[config.mk]
export PLATFORM = sky130hd
export DESIGN_NAME = fast_source_stable_flag_osc_block
export DESIGN_NICKNAME = d
export VERILOG_FILES = /design/src/design/fast_source_stable_flag_pkg.sv /design/src/design/fast_source_stable_flag_osc_block.sv /design/src/design/fast_source_stable_flag_clk_div.sv
export SDC_FILE = /design/constraint.sdc
export NUM_CORES = 1
export LEC_CHECK = 0
export ABC_AREA = 1
export BUFFER_PORTS_ARGS = -buffer_cell sky130_fd_sc_hd__buf_2
export CAP_MARGIN = 20
export CORE_UTILIZATION = 47
export CTS_CLUSTER_SIZE = 25
export DETAILED_ROUTE_END_ITERATION = 12
export HOLD_SLACK_MARGIN = 0.03
export PLACE_DENSITY_LB_ADDON = 0.25
export SYNTH_ARGS = -nofsm -noshare
export SYNTH_HDL_FRONTEND = slang
export SYNTH_SLANG_ARGS = --single-unit
[constraint.sdc]
create_clock -name core_clk -period 2.07 [get_ports core_clk]
set_input_delay 0.3105 -clock core_clk [delete_from_list [all_inputs] [get_ports core_clk]]
set_output_delay 0.3105 -clock core_clk [all_outputs]
set_load 0.02 [all_outputs]
[src/design/fast_source_stable_flag_pkg.sv]
package fast_source_stable_flag_pkg;

  // ****************************************************************
  // Register map (word index on the plain register port)
  // ****************************************************************
  localparam logic [1:0] FAST_SOURCE_STABLE_FLAG_ADDR_TRIM     = 2'h0;
  localparam logic [1:0] FAST_SOURCE_STABLE_FLAG_ADDR_CONTROL  = 2'h1;
  localparam logic [1:0] FAST_SOURCE_STABLE_FLAG_ADDR_PINMODE  = 2'h2;
  localparam logic [1:0] FAST_SOURCE_STABLE_FLAG_ADDR_STATUS   = 2'h3;

  // ****************************************************************
  // Field layout
  // ****************************************************************
  localparam int FAST_SOURCE_STABLE_FLAG_TRIM_MSB   = 5;
  localparam int FAST_SOURCE_STABLE_FLAG_SEL_MSB    = 6;
  localparam int FAST_SOURCE_STABLE_FLAG_SEL_LSB    = 4;
  localparam int FAST_SOURCE_STABLE_FLAG_STABLE_BIT = 2;
  localparam int FAST_SOURCE_STABLE_FLAG_PM_IO_BIT  = 0;
  localparam int FAST_SOURCE_STABLE_FLAG_PM_WDT_BIT = 1;
  localparam int FAST_SOURCE_STABLE_FLAG_PM_PWT_BIT = 2;
  localparam logic [7:0] FAST_SOURCE_STABLE_FLAG_TRIM_RST = 8'h00;
  localparam logic [7:0] FAST_SOURCE_STABLE_FLAG_CTRL_RST = 8'h00;

  // ****************************************************************
  // Frequency select encodings
  // ****************************************************************
  localparam logic [2:0] FAST_SOURCE_STABLE_FLAG_SEL_SLOW = 3'h0;
  localparam logic [2:0] FAST_SOURCE_STABLE_FLAG_SEL_FAST = 3'h7;
  localparam int FAST_SOURCE_STABLE_FLAG_HANDOVER_EDGES   = 8;

  // ****************************************************************
  // Timing (core clock 25 MHz)
  // ****************************************************************
  localparam int FAST_SOURCE_STABLE_FLAG_CLK_HZ        = 25000000;
  localparam int FAST_SOURCE_STABLE_FLAG_STAB_DELAY_US = 4000;
  localparam int FAST_SOURCE_STABLE_FLAG_STAB_CYCLES   =
    (FAST_SOURCE_STABLE_FLAG_CLK_HZ / 1000000) * FAST_SOURCE_STABLE_FLAG_STAB_DELAY_US;
  localparam int FAST_SOURCE_STABLE_FLAG_TRIM_FAST_US  = 1000;
  localparam int FAST_SOURCE_STABLE_FLAG_TRIM_SLOW_PERIODS = 8;

  typedef enum logic [1:0] {
    FAST_SOURCE_STABLE_FLAG_SW_RUN  = 2'b00,
    FAST_SOURCE_STABLE_FLAG_SW_LOW  = 2'b01,
    FAST_SOURCE_STABLE_FLAG_SW_WAIT = 2'b10
  } fast_source_stable_flag_sw_state_t;

endpackage

[src/design/fast_source_stable_flag_osc_block.sv]
// Local design decisions: the strobed register port and the address map.
`timescale 1ns/1ps
module fast_source_stable_flag_osc_block
  import fast_source_stable_flag_pkg::*;
#(
  parameter int STAB_CYCLES = FAST_SOURCE_STABLE_FLAG_STAB_CYCLES,
  parameter int DIV_WIDTH   = 6
) (
  // Clock and reset
  input  wire logic       core_clk,
  input  wire logic       rst_n,
  // Oscillator ticks: one pulse per source period, from analog cells
  input  wire logic       fast_tick,
  input  wire logic       slow_tick,
  // Register port
  input  wire logic [1:0] reg_addr,
  input  wire logic [7:0] reg_wdata,
  input  wire logic       reg_write,
  input  wire logic       reg_read,
  output logic      [7:0] reg_rdata,
  // Analog trim, signed offset
  output logic      [5:0] trim_value,
  // Oscillator enables
  output logic            fast_osc_enable,
  output logic            slow_osc_enable,
  // Clock result
  output logic            clock_output,
  output logic            switch_busy,
  // Oscillator pins (two-way)
  input  wire logic       first_osc_pin_in,
  output logic            first_osc_pin_out,
  output logic            first_osc_pin_oe,
  input  wire logic       second_osc_pin_in,
  output logic            second_osc_pin_out,
  output logic            second_osc_pin_oe,
  // Port bit 6/7 to the port logic
  input  wire logic       port_bit_six_out,
  input  wire logic       port_bit_six_oe,
  output logic            port_bit_six_in,
  input  wire logic       port_bit_seven_out,
  input  wire logic       port_bit_seven_oe,
  output logic            port_bit_seven_in
);
  import fast_source_stable_flag_pkg::*;

  // ****************************************************************
  // Registers
  // ****************************************************************
  logic [5:0] trim_q, trim_d;
  logic [2:0] freq_select_q, freq_select_d;
  logic [2:0] pinmode_q, pinmode_d;
  logic [7:0] rdata_q, rdata_d;
  logic [2:0] active_sel_q, active_sel_d;
  logic       stable_q, stable_d;

  function automatic logic sel_is_slow(input logic [2:0] sel);
    return sel == FAST_SOURCE_STABLE_FLAG_SEL_SLOW;
  endfunction

  always_comb begin
    trim_d        = trim_q;
    freq_select_d = freq_select_q;
    pinmode_d     = pinmode_q;
    rdata_d       = '0;
    if (reg_write) begin
      unique case (reg_addr)
        FAST_SOURCE_STABLE_FLAG_ADDR_TRIM: begin
          trim_d = reg_wdata[FAST_SOURCE_STABLE_FLAG_TRIM_MSB:0];
        end
        FAST_SOURCE_STABLE_FLAG_ADDR_CONTROL: begin
          freq_select_d = reg_wdata[FAST_SOURCE_STABLE_FLAG_SEL_MSB:FAST_SOURCE_STABLE_FLAG_SEL_LSB];
        end
        FAST_SOURCE_STABLE_FLAG_ADDR_PINMODE: begin
          pinmode_d = reg_wdata[FAST_SOURCE_STABLE_FLAG_PM_PWT_BIT:FAST_SOURCE_STABLE_FLAG_PM_IO_BIT];
        end
        FAST_SOURCE_STABLE_FLAG_ADDR_STATUS: begin
          pinmode_d = pinmode_q;
        end
      endcase
    end
    if (reg_read) begin
      unique case (reg_addr)
        FAST_SOURCE_STABLE_FLAG_ADDR_TRIM: begin
          rdata_d[FAST_SOURCE_STABLE_FLAG_TRIM_MSB:0] = trim_q;
        end
        FAST_SOURCE_STABLE_FLAG_ADDR_CONTROL: begin
          rdata_d[FAST_SOURCE_STABLE_FLAG_SEL_MSB:FAST_SOURCE_STABLE_FLAG_SEL_LSB] = freq_select_q;
          rdata_d[FAST_SOURCE_STABLE_FLAG_STABLE_BIT] = stable_q;
        end
        FAST_SOURCE_STABLE_FLAG_ADDR_PINMODE: begin
          rdata_d[FAST_SOURCE_STABLE_FLAG_PM_PWT_BIT:FAST_SOURCE_STABLE_FLAG_PM_IO_BIT] = pinmode_q;
        end
        FAST_SOURCE_STABLE_FLAG_ADDR_STATUS: begin
          rdata_d[FAST_SOURCE_STABLE_FLAG_SEL_MSB:FAST_SOURCE_STABLE_FLAG_SEL_LSB] = active_sel_q;
          rdata_d[0] = switch_busy;
        end
      endcase
    end
  end

  // ****************************************************************
  // Sources and divider
  // ****************************************************************
  // Ticks come from free-running cells, hence the double register
  logic [1:0] fast_sync_q, slow_sync_q;
  logic       fast_prev_q, slow_prev_q;
  logic       fast_edge, slow_edge;
  logic [DIV_WIDTH-1:0] taps;

  assign fast_edge = fast_sync_q[1] & ~fast_prev_q;
  assign slow_edge = slow_sync_q[1] & ~slow_prev_q;

  // Tick per fast period: tap k toggles every 2^k periods
  fast_source_stable_flag_clk_div #(.WIDTH(DIV_WIDTH)) u_div (
    .core_clk (core_clk),
    .rst_n    (rst_n),
    .tick     (fast_edge),
    .taps     (taps)
  );

  // Level of a candidate clock for a given select code
  function automatic logic src_level(input logic [2:0] sel,
                                     input logic [DIV_WIDTH-1:0] t,
                                     input logic fl, input logic sl);
    if (sel == FAST_SOURCE_STABLE_FLAG_SEL_SLOW) begin
      return sl;
    end else if (sel == FAST_SOURCE_STABLE_FLAG_SEL_FAST) begin
      return fl;
    end else begin
      return t[FAST_SOURCE_STABLE_FLAG_SEL_FAST - sel - 3'h1];
    end
  endfunction

  // ****************************************************************
  // Glitch-free switch
  // ****************************************************************
  fast_source_stable_flag_sw_state_t state_q, state_d;
  logic [2:0] target_q, target_d;
  logic [3:0] edge_cnt_q, edge_cnt_d;
  logic       cur_lvl_q, cur_lvl_d, new_lvl_q, new_lvl_d;
  logic       out_q, out_d;
  logic [31:0] stab_cnt_q, stab_cnt_d;
  logic       cur_lvl, new_lvl;

  assign cur_lvl = src_level(active_sel_q, taps, fast_sync_q[1],
                             slow_sync_q[1]);
  assign new_lvl = src_level(target_q, taps, fast_sync_q[1],
                             slow_sync_q[1]);

  always_comb begin
    state_d      = state_q;
    active_sel_d = active_sel_q;
    target_d     = freq_select_q;
    edge_cnt_d   = edge_cnt_q;
    cur_lvl_d    = cur_lvl;
    new_lvl_d    = new_lvl;
    out_d        = out_q;
    stable_d     = stable_q;
    stab_cnt_d   = stab_cnt_q;
    if (stab_cnt_q != '0) begin
      stab_cnt_d = stab_cnt_q - 32'h1;
      if (stab_cnt_q == 32'h1) begin
        stable_d = 1'b1;
      end
    end
    unique case (state_q)
      FAST_SOURCE_STABLE_FLAG_SW_RUN: begin
        out_d = cur_lvl;
        if (freq_select_q != active_sel_q) begin
          state_d = FAST_SOURCE_STABLE_FLAG_SW_LOW;
        end
      end
      FAST_SOURCE_STABLE_FLAG_SW_LOW: begin
        if (cur_lvl_q & ~cur_lvl) begin
          out_d      = 1'b0;
          edge_cnt_d = '0;
          state_d    = FAST_SOURCE_STABLE_FLAG_SW_WAIT;
        end else begin
          out_d = cur_lvl;
        end
      end
      FAST_SOURCE_STABLE_FLAG_SW_WAIT: begin
        out_d = 1'b0;
        if (target_q != freq_select_q) begin
          edge_cnt_d = '0; // Retarget restarts the count
          // Old target level must not fake a falling edge of the new one
          new_lvl_d  = 1'b0;
        end else if (new_lvl_q & ~new_lvl) begin
          edge_cnt_d = edge_cnt_q + 4'h1;
          if (edge_cnt_q == 4'(FAST_SOURCE_STABLE_FLAG_HANDOVER_EDGES - 1)) begin
            active_sel_d = target_q;
            state_d      = FAST_SOURCE_STABLE_FLAG_SW_RUN;
            if (sel_is_slow(active_sel_q) && !sel_is_slow(target_q)) begin
              stable_d   = 1'b0;
              stab_cnt_d = 32'(STAB_CYCLES);
            end else if (sel_is_slow(target_q)) begin
              stab_cnt_d = '0;
            end
            // Fast to fast leaves the flag as it is
          end
        end
      end
      default: begin
        state_d = FAST_SOURCE_STABLE_FLAG_SW_RUN;
      end
    endcase
  end

  always_ff @(posedge core_clk) begin
    if (!rst_n) begin
      trim_q        <= FAST_SOURCE_STABLE_FLAG_TRIM_RST[5:0];
      freq_select_q <= FAST_SOURCE_STABLE_FLAG_CTRL_RST[FAST_SOURCE_STABLE_FLAG_SEL_MSB:FAST_SOURCE_STABLE_FLAG_SEL_LSB];
      pinmode_q     <= '0;
      rdata_q       <= '0;
      fast_sync_q   <= '0;
      slow_sync_q   <= '0;
      fast_prev_q   <= 1'b0;
      slow_prev_q   <= 1'b0;
      state_q       <= FAST_SOURCE_STABLE_FLAG_SW_RUN;
      active_sel_q  <= FAST_SOURCE_STABLE_FLAG_SEL_SLOW;
      target_q      <= FAST_SOURCE_STABLE_FLAG_SEL_SLOW;
      edge_cnt_q    <= '0;
      cur_lvl_q     <= 1'b0;
      new_lvl_q     <= 1'b0;
      out_q         <= 1'b0;
      stable_q      <= 1'b0;
      stab_cnt_q    <= '0;
    end else begin
      trim_q        <= trim_d;
      freq_select_q <= freq_select_d;
      pinmode_q     <= pinmode_d;
      rdata_q       <= rdata_d;
      fast_sync_q   <= {fast_sync_q[0], fast_tick};
      slow_sync_q   <= {slow_sync_q[0], slow_tick};
      fast_prev_q   <= fast_sync_q[1];
      slow_prev_q   <= slow_sync_q[1];
      state_q       <= state_d;
      active_sel_q  <= active_sel_d;
      target_q      <= target_d;
      edge_cnt_q    <= edge_cnt_d;
      cur_lvl_q     <= cur_lvl_d;
      new_lvl_q     <= new_lvl_d;
      out_q         <= out_d;
      stable_q      <= stable_d;
      stab_cnt_q    <= stab_cnt_d;
    end
  end

  // ****************************************************************
  // Outputs and pins
  // ****************************************************************
  // Fosc/4 is tap 1 of a divider on the routed clock output
  logic       out_prev_q;
  logic [1:0] quarter_q, quarter_d;

  always_comb begin
    quarter_d = quarter_q;
    if (out_q & ~out_prev_q) begin
      quarter_d = quarter_q + 2'h1;
    end
  end

  always_ff @(posedge core_clk) begin
    if (!rst_n) begin
      out_prev_q <= 1'b0;
      quarter_q  <= '0;
    end else begin
      out_prev_q <= out_q;
      quarter_q  <= quarter_d;
    end
  end

  assign reg_rdata    = rdata_q;
  assign trim_value   = trim_q;
  assign clock_output = out_q;
  assign switch_busy  = state_q != FAST_SOURCE_STABLE_FLAG_SW_RUN;
  assign fast_osc_enable = !sel_is_slow(freq_select_q)
                         || !sel_is_slow(active_sel_q);
  // Slow source also clocks watchdog timing, so the WDT or PWT pin-mode bit keeps it enabled
  assign slow_osc_enable = sel_is_slow(freq_select_q)
                         || sel_is_slow(active_sel_q)
                         || pinmode_q[FAST_SOURCE_STABLE_FLAG_PM_WDT_BIT]
                         || pinmode_q[FAST_SOURCE_STABLE_FLAG_PM_PWT_BIT];

  assign first_osc_pin_out  = port_bit_seven_out;
  assign first_osc_pin_oe   = port_bit_seven_oe;
  assign port_bit_seven_in  = first_osc_pin_in;
  assign second_osc_pin_out = pinmode_q[FAST_SOURCE_STABLE_FLAG_PM_IO_BIT] ? port_bit_six_out
                            : quarter_q[1];
  assign second_osc_pin_oe  = pinmode_q[FAST_SOURCE_STABLE_FLAG_PM_IO_BIT] ? port_bit_six_oe
                            : 1'b1;
  assign port_bit_six_in    = pinmode_q[FAST_SOURCE_STABLE_FLAG_PM_IO_BIT] ? second_osc_pin_in
                            : 1'b0;
endmodule

[src/design/fast_source_stable_flag_clk_div.sv]
`timescale 1ns/1ps
// Free running divider; tap n toggles at src/2^(n+1)
module fast_source_stable_flag_clk_div #(
  parameter int WIDTH = 6
) (
  // Clock and reset
  input  wire logic             core_clk,
  input  wire logic             rst_n,
  // Source enable and taps
  input  wire logic             tick,
  output logic      [WIDTH-1:0] taps
);
  logic [WIDTH-1:0] cnt_q;
  logic [WIDTH-1:0] cnt_d;

  always_comb begin
    cnt_d = cnt_q;
    if (tick) begin
      cnt_d = cnt_q + WIDTH'(1);
    end
  end

  always_ff @(posedge core_clk) begin
    if (!rst_n) begin
      cnt_q <= '0;
    end else begin
      cnt_q <= cnt_d;
    end
  end

  assign taps = cnt_q;
endmodule

==> out/qor.yml, run 1 <==
h-tree-depth: 3
design.core.area_um2: 8380
drc: 0
synth_edf_count: 0
grt_usage: 0.204
worst_slack_ps: 104
min_period_ps: 1970
port_buffers: 37
synthFlopType: "dfxtp_1"
clk_latency_ps: 360
grt_pass1_vias: 3291
ys_ff_latch: 81
finalNetCount: 677
yosysSeqAreaShare: 0.390
finalPower_mw: 6.57
slowest_delay_ps: 370
antenna_found_initial: 0
final_cell_area_um2: 4890
powerDensity_nw_per_um2: 1340
first_pass_iters: 4
async_reset_ff_frac: 0
critPathRequiredTime_ps: 1760
hold_viol: 0
cts_buffers: 9
yosys_warnings: 0
netlist_area_um2: 4150
drv_cap: 0
cts_tree: "yes"
power.leakage_nw: 2.28
ys_types: 40
ios: 46
crit_fanout: 5
fp.dieW_um: 96.0
cts-root-buf: "clkbuf_8"
grt_first_pass_wirelength_um: 14600
fmax_mhz: 509
setup_tns_ps: 0
cp.arrival_ps: 1660
finClkSkew_ps: 12.2
via_count: 3751
grt_max_degree: 28
clockBufferDepth: 2
dpl.hpwl_um: 6500
antenna_cells: 0
slew_violations: 0
row_count: 33
critical_path_class: "register to primary output"
fillers: 773
worst_setup_path_end_kind: "primary output"
drt_iter0_markers: 254
placed_area_um2: 4500
routed_wl_um: 9130
holdWs_ps: 138
layout-drive-gt1-share: 0.181
clkTransAtPathRegs_ps: 80
worst_setup_path_start_kind: "register"
die-area_um2: 9220
status: "finished clean"
ir_drop_uv: 641
clock-sinks: 81
place_ws_ps: 44.6
drt-wirelength-per-cell_um: 12.2
gp_congestion: 0.830
avgViaCountPerCell: 5.00
start_util: 0.495
antenna_left: 0
dp.cells: 726
fp.dieH_um: 96.0
seq_area_um2: 1630
grt_overflow: 0
synth_cells: 583
setup_violations: 0
crit_slowest_cell: "dfxtp_2"
worst_hold_path_type: "input port to register"
min_period_over_period: 0.950
syn_avg_cell_area_um2: 7.12
synth_fp_nets: 620
syn_to_final_growth_pct: 17.7
path_cells: "inv_1 > ha_1 > nand2_1 > inv_2 > nor2_2 > nand3_1 > buf_2"
final_util: 0.583
layout.cells.non_filler: 750
multi_input_area_um2: 2290
==> cells by family (layout without fill, tap and decap cells) <==
group | count (synthesis) | count (layout) | synth area share
buffers and inverters | 90 | 150 | 0.0910
xor gates and xnor gates | 25 | 25 | 0.0545
DFF | 81 | 81 | 0.390
other | 1 | 1 | 0.000903
and+or+nand+nor | 300 | 302 | 0.328
adders and majority gates | 15 | 15 | 0.0452
AOI/OAI and AO/OA | 71 | 71 | 0.0901
==> path summary, 6_finish.rpt <==
kind	start	to	slack (ps)	cells after the start
worst max-delay path	active_sel_q[1]	slow_osc_enable	100	7
worst min-delay path	fast_tick	fast_sync_q[0]	140	3
worst min register to register	fast_sync_q[0]	fast_sync_q[1]	410	2
worst max register to register	target_q[0]	stable_q	110	10
==> cell type report <==
| class | count | share of cell area |
|---|---|---|
| clock buffers | 9 | 0.0253 |
| clock inverters | 7 | 0.0161 |
| inverters | 77 | 0.0591 |
| multi-input cells | 414 | 0.468 |
| flip-flops and latches | 81 | 0.333 |
| well taps | 105 | 0.0269 |
| repair buffers | 57 | 0.0712 |
==> synthesized netlist by cell type, types with 5 or more instances <==
cell / number / area share
a21oi_1: 39 / 0.047
dfxtp_1: 81 / 0.39
ha_1: 15 / 0.045
inv_1: 77 / 0.070
nand2_1: 123 / 0.11
nand3_1: 22 / 0.027
nand4_1: 9 / 0.014
nor2_1: 99 / 0.089
nor2_2: 5 / 0.0075
nor3_1: 12 / 0.014
nor3_2: 5 / 0.012
nor4_1: 6 / 0.0090
o21ai_0: 24 / 0.029
xnor2_1: 14 / 0.030
xor2_1: 10 / 0.021
==> critical path: cells and delay by family, from the launching register on <==
| kind | cells | cell delay, ps |
|---|---|---|
| AND/OR/NAND/NOR | 3 | 380 |
| flip-flops | 1 | 370 |
| buffers and inverters | 3 | 370 |
| adder cells (fa/ha/maj) | 1 | 180 |
==> layer usage <==
metal / part of all wire / global-route usage / up-vias
met4: 0.011 / 0.0547 / 0
met3: 0.044 / 0.0458 / 8
li1: - / - / 1970
met1: 0.47 / 0.262 / 1694
met5: 0 / 0 / -
met2: 0.47 / 0.342 / 79
==> flip-flops by register name, indices dropped and copies added, names as in the netlist, 2 cells and up <==
signal	cells
u_div.taps	6
slow_sync_q	2
fast_sync_q	2
stab_cnt_q	32
pinmode_q	3
state_q	2
trim_value	6
freq_select_q	3
quarter_q	2
active_sel_q	3
reg_rdata	7
edge_cnt_q	4
target_q	3
==> power breakdown <==
group	switching [mW]	internal (mW)	leakage, nW
Combinational	1.99	1.20	1.53
Clock	0.612	0.564	0.0921
Sequential	0.299	1.90	0.662
Total	2.90	3.66	2.28
==> cell usage in the layout (no fill, tap or decap), drive strengths merged, types with 6 or more instances in the layout <==
master,instances
dfxtp,81
clkbuf,9
nand2,125
nor3,18
a21oi,39
nand3,27
xor2,10
inv,78
buf,57
o21ai,24
nor4,6
ha,15
xnor2,15
nand4,10
nor2,108
==> what timing repair did <==
action / 4_1_cts / 5_1_grt
hold buffers: 0 / 0
endpoints found under the hold margin: 0 / 0
gates resized for setup: 0 / 29
buffers inserted: 0 / 6
endpoints found under the setup margin: 0 / 42
(Power assumes the default switching activity.)
==> run 2, diff against run 1 <==
--- a/config.mk
+++ b/config.mk
@@ -6,11 +6,12 @@
 export NUM_CORES = 1
 export LEC_CHECK = 0
 export ABC_AREA = 1
-export BUFFER_PORTS_ARGS = -buffer_cell sky130_fd_sc_hd__buf_2
 export CAP_MARGIN = 20
+export CORE_MARGIN = 1.5
 export CORE_UTILIZATION = 47
 export CTS_CLUSTER_SIZE = 25
 export DETAILED_ROUTE_END_ITERATION = 12
+export DONT_BUFFER_PORTS = 1
 export HOLD_SLACK_MARGIN = 0.03
 export PLACE_DENSITY_LB_ADDON = 0.25
 export SYNTH_ARGS = -nofsm -noshare
==> run 2 against run 1 <==
Compared with the run above: sequential power about the same; core utilization is 3.7 points lower; via count down 3.6%; clock power is essentially flat; global-route usage shrank 0.74 points; die area increased by 2.1%; final cell count shrank 4.5%; routed wire length up 1.1%; first-iteration DRC count decreased by 48%; sequential cell count unchanged; highest routed layer unchanged.
==> out/qor.yml, run 2 (synthesis gave the netlist of run 1 again) <==
cpLargestDelayFamily: "simple AND/OR/NAND/NOR gates"
row_count: 34  # +3.0%
design.core.area_um2: 8640  # +3.0%
h-tree-depth: 3  # unchanged
critical_path_class: "register to register"
hold_buffers: 0  # unchanged
crit_slowest_cell: "dfxtp_2"
routed_wl_um: 9230  # +1.1%
grt_overflow: 0  # unchanged
layout_common_cells: "119 x nand2_1, 92 x nor2_1, 77 x inv_1, 77 x dfxtp_1, 39 x a21oi_1"
start_util: 0.481  # -0.0146
fp.dieH_um: 97.0  # +1.0%
cts-root-buf: "clkbuf_8"
worst_setup_path_end_kind: "register"
die-area_um2: 9410  # +2.1%
final_cell_area_um2: 4720  # -3.4%
clkTransAtPathRegs_ps: 90  # about the same
syn_to_final_growth_pct: 13.6
grt_pass1_vias: 3529  # +7.2%
antenna_cells: 0  # unchanged
via_count: 3617  # -3.6%
avgViaCountPerCell: 5.05  # +1.0%
max-slew-margin-rel: 0.582
dpl.hpwl_um: 6600  # +1.6%
grt_max_degree: 35  # +25%
layout-drive-gt1-share: 0.133  # -0.0482
clockBufferDepth: 2  # unchanged
regMostFlops: "stab_cnt_q"
antenna_found_initial: 0  # unchanged
clk_latency_ps: 360  # about the same
worst_hold_path_type: "input port to register"
min_period_ps: 1920  # -43.0 ps
grt_first_pass_wirelength_um: 15300  # +5.0%
finalNetCount: 640  # -5.5%
port_buffers: 0  # -100%
drt_iter0_markers: 132  # -48%
drc: 0  # unchanged
holdWs_ps: 54.0  # -83.7 ps
finClkSkew_ps: 12.8  # +0.550 ps
slew_violations: 0  # unchanged
grt_usage: 0.196  # -0.00744
drt-wirelength-per-cell_um: 12.9  # +5.9%
cts_tree: "yes"
fmax_mhz: 520  # +2.2%
path_cells: "inv_1 > ha_1 > nand2_1 > nor2_1 > nand2_1 > nor2_4 > nor2_4 > nand4_1 > nor2_2 > buf_4 > xnor2_1 > nor2_1"
cp.arrival_ps: 2180  # +520 ps
crit_fanout: 4  # -1
clock-sinks: 81  # unchanged
worst_setup_path_start_kind: "register"
status: "finished clean"
fp.dieW_um: 97.0  # +1.0%
final_common_cell: "nand2_1"
ios: 46  # unchanged
gp_congestion: 0.825  # -0.60%
powerDensity_nw_per_um2: 1390  # +3.2%
worst_slew_pin_slew_ps: 620
min_period_over_period: 0.929  # -0.0208
ir_drop_uv: 569  # -11%
largest_register_ffs: 32  # unchanged
hold_viol: 0  # unchanged
placed_area_um2: 4310  # -4.2%
first_pass_iters: 4  # unchanged
setup_violations: 0  # unchanged
critPathRequiredTime_ps: 2330  # +570 ps
cts_buffers: 9  # unchanged
crit_buf_inv: 2  # -1
antenna_left: 0  # unchanged
slowest_delay_ps: 340  # -30 ps
power.leakage_nw: 2.12  # -7.1%
drv_cap: 0  # unchanged
-- run 2: cell count changes in the layout (fill, tap and decap cells not counted), moves of 2 or more --
cell / before / now
buf_2: 37 / 0
nand3_2: 2 / 5
buf_4: 19 / 17
nand2_2: 2 / 4
-- run 2: where the power goes --
part           leakage, nW  switching (mW)  internal [mW]
sequential           0.661           0.312           1.90
clock               0.0985           0.599          0.592
combinational         1.36            1.94           1.20
-- run 2: through the flow --
step	TNS, ps	cells	power, mW	worst slack, ps	utilization
6_report	0	716	6.54	147	0.547
2_1_floorplan	0	583	4.62	113	-
4_1_cts	0	707	6.35	37.5	0.523
3_5_place_dp	0	691	5.14	46.6	0.499
5_1_grt	-10.8	716	7.15	-6.29	0.547
3_3_place_gp	0	691	5.08	69.5	0.499
-- run 2: worst register-to-register path: stages, from the launching register on --
cell and delay (ps):
dfxtp_2 340, inv_1 80, ha_1 200, nand2_1 60, nor2_1 40, nand2_1 120
nor2_4 80, nor2_4 120, nand4_1 240, nor2_2 230, buf_4 140, xnor2_1 110
nor2_1 50
-- run 2: path summary, 6_finish.rpt --
check	from	end	slack, ps	depth (start not counted)
setup / recovery	stab_cnt_q[0]	stab_cnt_q[14]	150	12
hold / removal	rst_n	target_q[1]	50	2
setup reg to reg	stab_cnt_q[0]	stab_cnt_q[14]	150	12
hold reg to reg	fast_sync_q[0]	fast_sync_q[1]	430	2
-- run 2: layer usage --
metal  global-route usage  vias to the layer above  share of wire
li1                     -                     1891              -
met1                0.233                     1659           0.45
met2                0.345                       57           0.50
met3               0.0462                       10          0.036
met4               0.0669                        0          0.014
met5                    0                        -              0
-- run 2: final cells by class --
type                    count  area (um2)
clock buffers              10         138
repair buffers             19         168
multi-input cells         415        2300
clock inverters             6        67.6
fillers                   831        3920
well taps                 108         135
flip-flops and latches     81        1630
inverters                  77         289
-- run 2: repair_timing --
item                       CTS  global route
gates resized for setup      0            29
buffers inserted             0             6
setup endpoints to repair    0            41
